==> src/logic/lpms_defines.vh <==
`ifndef LPMS_DEFINES_VH
`define LPMS_DEFINES_VH

// Register byte offsets on the Avalon-MM slave.
`define LPMS_REG_CTRL      4'h0
`define LPMS_REG_POWER     4'h4
`define LPMS_REG_COUNT     4'h8
`define LPMS_REG_GLYPH     4'hC

// Control register fields and reset value.
`define LPMS_CTRL_LINK_EN  0
`define LPMS_CTRL_SCAN_EN  1
`define LPMS_CTRL_RST      2'h3

// Command byte opcodes: upper nibble, or upper two or three bits for the address commands.
`define LPMS_OP_DISP       4'h0
`define LPMS_OP_PSAVE      4'h1
`define LPMS_OP_PWR        4'h2
`define LPMS_OP_VOL        4'h3
`define LPMS_OP_CHAR_ADR   2'b01
`define LPMS_OP_USER_ADR   3'b100
`define LPMS_OP_SYM_ADR    2'b11

// Memory sizes.
`define LPMS_CHARS         48
`define LPMS_USER_ROWS     32
`define LPMS_SYMS          48
`define LPMS_BLANK         8'h20

// Scan divider: one common step per this many clocks.
`define LPMS_SCAN_DIV      16'h0400

`endif

==> src/logic/lpms_top.v <==
// The implementer's own choices: register access over Avalon-MM and the placing of the registers.
`timescale 1ns/1ps
`include "lpms_defines.vh"

module lpms_top #(
   parameter DUTY = 30,
   parameter COLS = 12
) (
   // Clock and reset
   input  wire        clk,
   input  wire        arst_n,
   input  wire        ce,
   // Host link pins
   input  wire        edge_reset_in,
   input  wire        par_sel,
   input  wire        bus4,
   input  wire        cs_n,
   input  wire        cmd_data_sel,
   input  wire        wr_e,
   input  wire [7:0]  d,
   // Avalon-MM slave
   input  wire [3:0]  avs_address,
   input  wire        avs_read,
   input  wire        avs_write,
   input  wire [31:0] avs_writedata,
   output reg  [31:0] avs_readdata,
   output wire        avs_waitrequest,
   // Panel drive state
   output reg         display_on,
   output reg         osc_on,
   output reg         booster_on,
   output reg         regulator_on,
   output reg         follower_on,
   output reg  [3:0]  volume,
   output reg  [4:0]  com_sel,
   output reg         sleep_mode,
   output reg         standby_mode
);
   reg  [7:0]  char_display_ram [0:`LPMS_CHARS-1];
   reg  [4:0]  user_char_ram    [0:`LPMS_USER_ROWS-1];
   reg  [4:0]  sym_reg          [0:`LPMS_SYMS-1];
   reg         r1_q;
   reg         r2_q;
   reg         r3_q;
   reg         if_68_q;
   reg         soft_rst_q;
   reg         power_save_on;
   reg  [1:0]  tgt_q;
   reg  [5:0]  adr_q;
   reg  [1:0]  ctrl_q;
   reg  [15:0] cnt_q;
   reg  [15:0] div_q;
   reg  [5:0]  gl_adr_q;
   reg  [2:0]  gl_row_q;
   reg  [4:0]  gl_dots_q;
   reg  [2:0]  gl_st_q;
   reg  [7:0]  gl_code_q;
   reg         ack_q;
   wire        byte_vld;
   wire [7:0]  byte_data;
   wire        byte_is_data;
   wire        req = avs_read | avs_write;
   wire        wr_ok = avs_write & ack_q;

   localparam GL_IDLE = 3'b001;
   localparam GL_CODE = 3'b010;
   localparam GL_DOTS = 3'b100;
   localparam TGT_CHAR = 2'd0;
   localparam TGT_USER = 2'd1;
   localparam TGT_SYM  = 2'd2;

   // Fixed pattern set; this function computes every ROM row.
   function [4:0] rom_row;
      input [7:0] code;
      input [2:0] row;
      begin
         rom_row = code[4:0] ^ {row, row[1:0]};
      end
   endfunction

   // The reset pin is edge sensed, so either edge resets the command
   // state and the new level selects the bus type.
   always @(posedge clk or negedge arst_n) begin
      if (!arst_n) begin
         r1_q       <= 1'b0;
         r2_q       <= 1'b0;
         r3_q       <= 1'b0;
         if_68_q    <= 1'b0;
         soft_rst_q <= 1'b0;
      end else if (ce) begin
         r1_q       <= edge_reset_in;
         r2_q       <= r1_q;
         r3_q       <= r2_q;
         soft_rst_q <= r2_q ^ r3_q;
         if (r2_q ^ r3_q)
            if_68_q <= r2_q;
      end
   end

   lpms_link_rx u_rx (
      .clk          (clk),
      .arst_n       (arst_n),
      .ce           (ce & ctrl_q[`LPMS_CTRL_LINK_EN]),
      .soft_rst     (soft_rst_q),
      .if_68        (if_68_q),
      .bus4         (bus4),
      .par_sel      (par_sel),
      .cs_n         (cs_n),
      .cmd_data_sel (cmd_data_sel),
      .wr_e         (wr_e),
      .d            (d),
      .byte_vld     (byte_vld),
      .byte_data    (byte_data),
      .byte_is_data (byte_is_data)
   );

   // Command decode and power state. Each command acts alone, so the
   // display and power save commands work in any order.
   always @(posedge clk or negedge arst_n) begin
      if (!arst_n) begin
         display_on    <= 1'b0;
         power_save_on <= 1'b0;
         osc_on        <= 1'b1;
         booster_on    <= 1'b0;
         regulator_on  <= 1'b0;
         follower_on   <= 1'b0;
         volume        <= 4'h0;
         tgt_q         <= TGT_CHAR;
         adr_q         <= 6'h00;
         cnt_q         <= 16'h0000;
      end else if (ce) begin
         if (soft_rst_q) begin
            display_on    <= 1'b0;
            power_save_on <= 1'b0;
            osc_on        <= 1'b1;
            booster_on    <= 1'b0;
            regulator_on  <= 1'b0;
            follower_on   <= 1'b0;
            volume        <= 4'h0;
            tgt_q         <= TGT_CHAR;
            adr_q         <= 6'h00;
         end else if (byte_vld) begin
            cnt_q <= cnt_q + 16'h0001;
            if (byte_is_data) begin
               adr_q <= adr_q + 6'h01;
            end else if (byte_data[7:6] == `LPMS_OP_SYM_ADR) begin
               tgt_q <= TGT_SYM;
               adr_q <= byte_data[5:0];
            end else if (byte_data[7:5] == `LPMS_OP_USER_ADR) begin
               tgt_q <= TGT_USER;
               adr_q <= {1'b0, byte_data[4:0]};
            end else if (byte_data[7:6] == `LPMS_OP_CHAR_ADR) begin
               tgt_q <= TGT_CHAR;
               adr_q <= byte_data[5:0];
            end else begin
               case (byte_data[7:4])
                  `LPMS_OP_DISP: display_on <= byte_data[0];
                  `LPMS_OP_PSAVE: begin
                     power_save_on <= byte_data[1];
                     osc_on        <= byte_data[0];
                  end
                  `LPMS_OP_PWR: begin
                     booster_on   <= byte_data[2];
                     regulator_on <= byte_data[1];
                     follower_on  <= byte_data[0];
                  end
                  `LPMS_OP_VOL: volume <= byte_data[3:0];
                  default: volume <= volume;
               endcase
            end
         end
      end
   end

   // Memories have no reset; contents stay undefined until written.
   always @(posedge clk) begin
      if (ce && byte_vld && byte_is_data && !soft_rst_q) begin
         case (tgt_q)
            TGT_CHAR: if (adr_q < `LPMS_CHARS) begin
               char_display_ram[adr_q] <= byte_data;
            end
            TGT_USER: begin
               user_char_ram[adr_q[4:0]] <= byte_data[4:0];
            end
            TGT_SYM: if (adr_q < `LPMS_SYMS) begin
               sym_reg[adr_q] <= byte_data[4:0];
            end
            default: ;
         endcase
      end
   end

   // Mode flags and the common scan; the scan stops with the oscillator.
   always @(posedge clk or negedge arst_n) begin
      if (!arst_n) begin
         sleep_mode   <= 1'b0;
         standby_mode <= 1'b0;
         div_q        <= 16'h0000;
         com_sel      <= 5'h00;
      end else if (ce) begin
         sleep_mode   <= ~osc_on & ~booster_on;
         standby_mode <= osc_on & ~booster_on & power_save_on;
         if (osc_on && ctrl_q[`LPMS_CTRL_SCAN_EN]) begin
            if (div_q == `LPMS_SCAN_DIV - 16'h0001) begin
               div_q <= 16'h0000;
               if (com_sel == DUTY[4:0] - 5'h01) begin
                  com_sel <= 5'h00;
               end else begin
                  com_sel <= com_sel + 5'h01;
               end
            end else begin
               div_q <= div_q + 16'h0001;
            end
         end
      end
   end

   // Glyph lookup: codes below 4 pick user characters, others the ROM.
   always @(posedge clk or negedge arst_n) begin
      if (!arst_n) begin
         gl_st_q   <= GL_IDLE;
         gl_code_q <= 8'h00;
         gl_dots_q <= 5'h00;
      end else if (ce) begin
         case (gl_st_q)
            GL_IDLE: gl_st_q <= GL_IDLE;
            GL_CODE: begin
               gl_code_q <= char_display_ram[gl_adr_q];
               gl_st_q   <= GL_DOTS;
            end
            GL_DOTS: begin
               if (gl_code_q[7:2] == 6'h00) begin
                  gl_dots_q <= user_char_ram[{gl_code_q[1:0], gl_row_q}];
               end else begin
                  gl_dots_q <= rom_row(gl_code_q, gl_row_q);
               end
               gl_st_q <= GL_IDLE;
            end
            default: gl_st_q <= GL_IDLE;
         endcase
         if (wr_ok && avs_address == `LPMS_REG_GLYPH) begin
            gl_st_q <= GL_CODE;
         end
      end
   end

   // Avalon slave: one wait state on every access.
   assign avs_waitrequest = req & ~ack_q;
   always @(posedge clk or negedge arst_n) begin
      if (!arst_n) begin
         ack_q        <= 1'b0;
         ctrl_q       <= `LPMS_CTRL_RST;
         gl_adr_q     <= 6'h00;
         gl_row_q     <= 3'h0;
         avs_readdata <= 32'h0000_0000;
      end else if (ce) begin
         ack_q <= req & ~ack_q;
         if (wr_ok && avs_address == `LPMS_REG_CTRL)
            ctrl_q <= avs_writedata[1:0];
         if (wr_ok && avs_address == `LPMS_REG_GLYPH) begin
            gl_adr_q <= (avs_writedata[5:0] < `LPMS_CHARS) ?
                        avs_writedata[5:0] : 6'h00;
            gl_row_q <= avs_writedata[10:8];
         end
         if (avs_read && !ack_q) begin
            case (avs_address)
               `LPMS_REG_CTRL:  avs_readdata <= {30'h0, ctrl_q};
               `LPMS_REG_POWER: avs_readdata <= {16'h0, if_68_q,
                  standby_mode, sleep_mode, 1'b0, volume, 2'b0,
                  power_save_on, display_on, osc_on, booster_on,
                  regulator_on, follower_on};
               `LPMS_REG_COUNT: avs_readdata <= {16'h0, cnt_q};
               `LPMS_REG_GLYPH: avs_readdata <= {16'h0, gl_st_q == GL_IDLE,
                  2'b0, gl_dots_q, gl_code_q};
               default:         avs_readdata <= 32'h0000_0000;
            endcase
         end
      end
   end
endmodule

==> src/logic/lpms_link_rx.v <==
`timescale 1ns/1ps
`include "lpms_defines.vh"

module lpms_link_rx (
   // Clock and reset
   input  wire       clk,
   input  wire       arst_n,
   input  wire       ce,
   input  wire       soft_rst,
   // Mode selects
   input  wire       if_68,
   input  wire       bus4,
   // Pins
   input  wire       par_sel,
   input  wire       cs_n,
   input  wire       cmd_data_sel,
   input  wire       wr_e,
   input  wire [7:0] d,
   // Received bytes
   output reg        byte_vld,
   output reg  [7:0] byte_data,
   output reg        byte_is_data
);
   reg  [11:0] s1_q;
   reg  [11:0] s2_q;
   reg  [11:0] s3_q;
   reg  [7:0]  sh_q;
   reg  [2:0]  bit_q;
   reg         nib_q;
   reg  [3:0]  hi_q;
   wire        par   = s2_q[11];
   wire        csn   = s2_q[10];
   wire        a0    = s2_q[9];
   wire        strb  = s2_q[8];
   wire        strb3 = s3_q[8];
   wire [7:0]  dat   = s2_q[7:0];
   // 80-style takes data on rising WR; 68-style on falling E.
   wire        take  = if_68 ? (strb3 & ~strb) : (~strb3 & strb);
   wire        sclk_rise = ~s3_q[6] & s2_q[6];

   always @(posedge clk or negedge arst_n) begin
      if (!arst_n) begin
         s1_q <= 12'h000;
         s2_q <= 12'h000;
         s3_q <= 12'h000;
      end else if (ce) begin
         s1_q <= {par_sel, cs_n, cmd_data_sel, wr_e, d};
         s2_q <= s1_q;
         s3_q <= s2_q;
      end
   end

   always @(posedge clk or negedge arst_n) begin
      if (!arst_n) begin
         sh_q         <= 8'h00;
         bit_q        <= 3'h0;
         nib_q        <= 1'b0;
         hi_q         <= 4'h0;
         byte_vld     <= 1'b0;
         byte_data    <= 8'h00;
         byte_is_data <= 1'b0;
      end else if (ce) begin
         byte_vld <= 1'b0;
         if (soft_rst) begin
            bit_q <= 3'h0;
            nib_q <= 1'b0;
         end else if (!par) begin
            // Serial: top pin is data, next pin is clock, rest unused.
            if (csn) begin
               bit_q <= 3'h0;
            end else if (sclk_rise) begin
               sh_q  <= {sh_q[6:0], dat[7]};
               bit_q <= bit_q + 3'h1;
               if (bit_q == 3'h7) begin
                  byte_vld     <= 1'b1;
                  byte_data    <= {sh_q[6:0], dat[7]};
                  byte_is_data <= a0;
               end
            end
         end else if (!csn && take) begin
            if (bus4) begin
               // Four-bit bus: high nibble first on the upper pins.
               nib_q <= ~nib_q;
               hi_q  <= dat[7:4];
               if (nib_q) begin
                  byte_vld     <= 1'b1;
                  byte_data    <= {hi_q, dat[7:4]};
                  byte_is_data <= a0;
               end
            end else begin
               byte_vld     <= 1'b1;
               byte_data    <= dat;
               byte_is_data <= a0;
            end
         end
      end
   end
endmodule

==> config.mk <==
export PLATFORM = sky130hd
export DESIGN_NAME = lpms_top
export DESIGN_NICKNAME = d
export VERILOG_FILES = /design/src/logic/lpms_top.v /design/src/logic/lpms_link_rx.v
export VERILOG_INCLUDE_DIRS = /design/src /design/src/logic
export SDC_FILE = /design/constraint.sdc
export NUM_CORES = 1
export LEC_CHECK = 0
export BUFFER_PORTS_ARGS = -buffer_cell sky130_fd_sc_hd__buf_2
export CAP_MARGIN = 20
export CORE_ASPECT_RATIO = 0.8
export CORE_MARGIN = 2
export CORE_UTILIZATION = 56
export DETAILED_ROUTE_END_ITERATION = 10
export GPL_ROUTABILITY_DRIVEN = 0
export GPL_TIMING_DRIVEN = 1
export PLACE_DENSITY = 0.74
export SYNTH_ARGS = -nofsm -noshare
export SYNTH_HDL_FRONTEND = slang
export SYNTH_HIERARCHICAL = 1
export SYNTH_SLANG_ARGS = --single-unit
export TNS_END_PERCENT = 20
==> constraint.sdc <==
create_clock -name clk -period 2.2 [get_ports clk]
set_clock_uncertainty 0.2 [all_clocks]
set_input_delay 0.22 -clock clk [delete_from_list [all_inputs] [get_ports clk]]
set_output_delay 0.22 -clock clk [all_outputs]
set_load 0.01 [all_outputs]
## Word-level counts from Yosys, hierarchy flattened

Memory sizes are Yosys's and may differ from the RTL's. A register that Yosys moved wholly into a read port is not among the register bits.
Index checks and enable logic that the tools add are counted.

- Logic and storage cells: 246
- Bits in registers: 172
- Memories kept: 2
- Memory bits (writable): 544

Memory list:

| name | words | width | read ports | clocked after Yosys merged registers in | write ports | RTL line | RTL |
|---|---|---|---|---|---|---|---|
| char_display_ram | 48 | 8 | 1 | 1 | 1 | lpms_top.v:39 | `` reg [7:0] char_display_ram [0:`LPMS_CHARS-1]; `` |
| user_char_ram | 32 | 5 | 1 | 0 | 1 | lpms_top.v:40 | `` reg [4:0] user_char_ram [0:`LPMS_USER_ROWS-1]; `` |

- Bitwise logic cells: 22
- $add $sub $neg: 5
- Reduce and logical (&&, ||, !) cells: 49
- Equality and inequality tests: 24
- Multiplexer cells: 106
- Order comparisons: 2

Operator list:

| kind | number |
|---|---|
| $mux 1 | 69 |
| $pmux 16 s4 | 1 |
| $mux 8 | 7 |
| $mux 6 | 7 |
| $reduce_and 7->1 | 5 |
| $add 16x1->16 const B | 2 |
| $mux 4 | 7 |
| $reduce_bool 2->1 | 10 |
| $mux 3 | 6 |
| $eq 16x10->1 const B | 1 |
| $mux 16 | 1 |
| $reduce_and 2->1 | 7 |
| $lt 6x6->1 const B | 2 |
| $mux 2 | 6 |
| $ne 2x2->1 const B | 6 |
| $reduce_and 3->1 | 4 |
| $mux 5 | 2 |
| $not 1->1 | 10 |
| $reduce_and 5->1 | 2 |
| $and 1x1->1 | 9 |
| $eq 3x3->1 const B | 3 |
| $eq 4x2->1 const B | 2 |
| $eq 4x4->1 const B | 2 |
| $logic_and 1x1->1 | 8 |
| 23 further kinds | 29 |

## Depth between registers and ports, before layout

- Word-level depth: 8
- Gate-level depth with buffers: 8

## By module

The synthesis kept the hierarchy.

Modules (own cells, without submodules):

| module | cells each | times used | area an instance (µm²) |
|---|---|---|---|
| lpms_top | 1514 | 1 | 26341.5 |
| lpms_link_rx | 170 | 1 | 2215.9 |

## Worst setup path before layout

OpenSTA, ideal clock, no wires.

- Path kind: reg-to-reg
- Start: register u_rx.byte_data[4]
- End: register volume[0]
- Setup slack: -0.236 ns
- Required time: 1.875 ns
- Setup time: 0.125 ns
- Buffers on the path: 0
- Arrival: 2.111 ns
- Cell stages (with the launch flop): 4
- Clock period less this slack: 2.436 ns
- Path through: dfrtp_1 a31oi_1 nor2_1 mux2_2

- Longest elaborated chain between the ends: 3

Ends and longest elaborated chain:

| item | RTL line | RTL |
|---|---|---|
| start, declared | lpms_link_rx.v:21 | `output reg [7:0] byte_data,` |
| start signal, assigned | lpms_link_rx.v:76 | `byte_data <= {sh_q[6:0], dat[7]};` |
| start signal, assigned | lpms_link_rx.v:87 | `byte_data <= {hi_q, dat[7:4]};` |
| start signal, assigned | lpms_link_rx.v:92 | `byte_data <= dat;` |
| $eq 4x2->1 | lpms_top.v:156 | `case (byte_data[7:4])` |
| $reduce_bool 2->1 (no line) | -- |  |
| $reduce_and 7->1 (no line) | -- |  |
| end signal, assigned | lpms_top.v:167 | `` `LPMS_OP_VOL: volume <= byte_data[3:0]; `` |
| end signal, assigned | lpms_top.v:168 | `default: volume <= volume;` |
| end, declared | lpms_top.v:34 | `output reg [3:0] volume,` |

Every way passes these cells.
A chain may end at the register's enable or synchronous reset.

==> results.ini <==
[critical_path]
crit_start = gl_adr_q[0]
startpoint_type = register
crit_fanout = 6
crit_type = register to register
critPathMaxStageDelay_ps = 550
cpMaxStageDelayCell = dfrtp_4
endpoint_kind = register
cp_cell_sequence = buf_12 -> buf_16 -> mux4_2 -> o22ai_2 -> nor4_1 -> buf_4 -> o22ai_1 -> a21oi_1
worstReg2RegStart = gl_adr_q[0]
cp.arrival_ps = 2640
worst_ep_required_time_ps = 2520

[grt]
grt_pass1_vias = 16950
grt_first_pass_wirelength_mm = 100.8
antenna_found_initial = 0
overflow = 0
gr-usage-all-layers = 0.2550
grt_start_max_net_pins = 84

[timing]
final-max-slew-violation-count = 0
whs_ps = 49.92
setup_violations = 101
rsz0062_at_grt = yes
post-route-period-util = 1.057
final.setup.worst_slack_ps = -125.3
hold_viol_final = 0
period_needed_ps = 2325
max_slew.worst_pin.slew_ps = 831.7
max_slew_margin = 0.4456
fmax_mhz = 430.1

[detailed_routing]
met1_length_mm = 27.63
drc = 0
num_vias = 16800
drt_first_pass_iters = 6
wl_met3_mm = 6.178
postRouteAntennaNets = 0
vias_per_cell = 6.109
routedWlPerCell_microns = 24.41
initialDrtViolationCount = 2170
wl_mm = 67.11
dr_wl_met2_mm = 31.89
highest_layer = met4

[clock_network]
cts_buffers = 68
htree_levels = 3
root_buffer = clkbuf_16
cts_tree = done
clk_pin_slew_ps = 60
cts.sinks = 701
cts_max_path_buffers = 3
clkLatencyLatePin_ps = 600

[synthesis]
synth_edf_count = 544
netlist_area_sq_um = 28560
synthTopCellsByCount = edfxtp_1 (544), dfrtp_1 (153), nor2_1 (134)
synth_cells = 1684
yosysTopAreaCell = edfxtp_1
yosysMostFrequentCell = edfxtp_1
synthTopCellsByArea = edfxtp_1 (57%), dfrtp_1 (13%), mux4_2 (9.6%)
syn_area_per_cell_sq_um = 16.96
synth.ff_latch_count = 701
synth_ff_type = edfxtp_1
async_flop_share = 0.2240
synth_top_area_frac = 0.5720
ys_seq_area_frac = 0.7098
yosys_warnings = 6
yosys.cell_types.count = 71

[floorplan]
die_w_microns = 256.5
num_rows = 73
core_area_sq_um = 50050
die_y_microns = 206.0
start_util = 0.5705
fp.dieArea_sq_um = 52830
ios = 104

[place]
dp.cells = 2571
place_hpwl_mm = 41.93
port_buffers = 64

[layout]
regArea_sq_um = 20290
stdcell_count = 2749
fill_cells = 3201
num_antenna_cells = 0
nets = 2087
multi_input_area_sq_um = 8184
drive_gt1_frac = 0.3361
synthToLayoutAreaGrowth_pct = 21.27

[power]
sw_frac_of_total = 0.2297
internal_power_uw = 22920
combPwrFrac = 0.107
p_leak_uw = 0.01096
p_sw_uw = 6835
vdd_drop_max_mv = 0.6873
power_density_nw_per_um2 = 859.3
pwr-share-clk = 0.387
power_frac_seq = 0.506
total_power_uw = 29760

[run_status]
status = complete, but fails checks
violations = setup timing

[job]
drv_cap = 0

[hold_path]
hp-class = primary input to register
min-delay-start = bus4

## power by group through the flow
stage	sequential, uW	combinational, uW	clock (uW)
after floorplan	15200	1850	0
after global placement	15300	2670	0
after detailed placement	15400	2750	0
after CTS	15100	3100	11600
after global routing	15100	3390	12200
final	15100	3180	11500
## layer usage
layer  global-route usage  up-vias
met2               0.3968      803
li1                     -     7242
met3              0.06586      120
met1               0.3626     8630
met5                    0        -
met4              0.07164        0
## flip-flops by register name, summed over array words and instances, names as in the netlist, 7 cells and up
signal            cells
avs_readdata         16
char_display_ram    384
cnt_q                16
div_q                16
gl_code_q             8
u_rx/byte_data        8
u_rx/s1_q            12
u_rx/s2_q            12
u_rx/sh_q             7
user_char_ram       160
## critical path: cells and delay by family, from the launching register on
kind,cells,cell delay (ps)
buffers and inverters,3,520
AOI/OAI and AO/OA,3,280
muxes,1,340
and+or+nand+nor,1,350
DFF,1,550
## cell type report
| class | count | share of cell area |
|---|---|---|
| tap | 675 | 0.02439 |
| multi-input combinational | 892 | 0.2363 |
| clock inverter | 27 | 0.008129 |
| sequential | 701 | 0.5859 |
| clock buffer | 95 | 0.05488 |
| timing repair buffer | 347 | 0.08906 |
| inverter | 12 | 0.001301 |
## worst paths after layout
check,endpoint,slack (ps),depth (start not counted)
max,gl_code_q[7],-130,8
min,u_rx/nib_q,50,4
max reg2reg,gl_code_q[7],-130,8
min reg2reg,avs_readdata[8],270,2
max in group asynchronous,u_rx/byte_data[1],920,4
min in group asynchronous,osc_on,550,3
## cell usage in the layout (no fill, tap or decap), types with 11 or more instances in the layout
cell type	count
buf_12	21
buf_6	39
nor2_2	22
xnor2_1	27
conb_1	16
a21oi_1	36
mux2i_1	36
a22oi_1	17
nor2_4	11
clkbuf_1	20
nand3_1	43
edfxtp_1	544
buf_4	177
nor2b_1	13
mux4_2	125
inv_1	12
mux2_2	55
nor2_1	102
dlygate4sd3_1	35
nand2_1	131
clkbuf_16	71
o21ai_0	34
dfrtp_1	141
buf_2	63
## per-stage QoR
| stage | TNS (ps) | worst slack, ps | area [sq um] | util |
|---|---|---|---|---|
| 5_1_grt | -18320 | -196.4 | 34630 | 0.6919 |
| 6_report | -3075 | -125.3 | 34630 | 0.6919 |
| 3_3_place_gp | -2469 | -185.3 | 31170 | 0.6228 |
| 2_1_floorplan | -43530 | -200.6 | 28620 | - |
| 3_5_place_dp | -6363 | -262.0 | 31170 | 0.6228 |
| 4_1_cts | -445.4 | -93.27 | 34170 | 0.6827 |
## logic make-up (layout without fill, tap and decap cells)
| group | after synthesis | count (layout) | synth area share |
|---|---|---|---|
| other | 1 | 16 | 0.0001313 |
| buffers and inverters | 106 | 481 | 0.02050 |
| and+or+nand+nor | 419 | 419 | 0.06975 |
| DFF | 701 | 701 | 0.7098 |
| adders and majority gates | 10 | 10 | 0.004381 |
| muxes | 232 | 232 | 0.1430 |
| AOI/OAI and AO/OA | 180 | 180 | 0.04171 |
| xor gates and xnor gates | 35 | 35 | 0.01073 |
## what timing repair did
item	CTS	global route
endpoints found under the setup margin	291	413
gates cloned	3	0
pin swaps	14	13
hold endpoints to repair	199	0
setup buffers	16	2
hold buffers	36	0
gates resized for setup	54	115
Power figures use the tool's default switching activity.
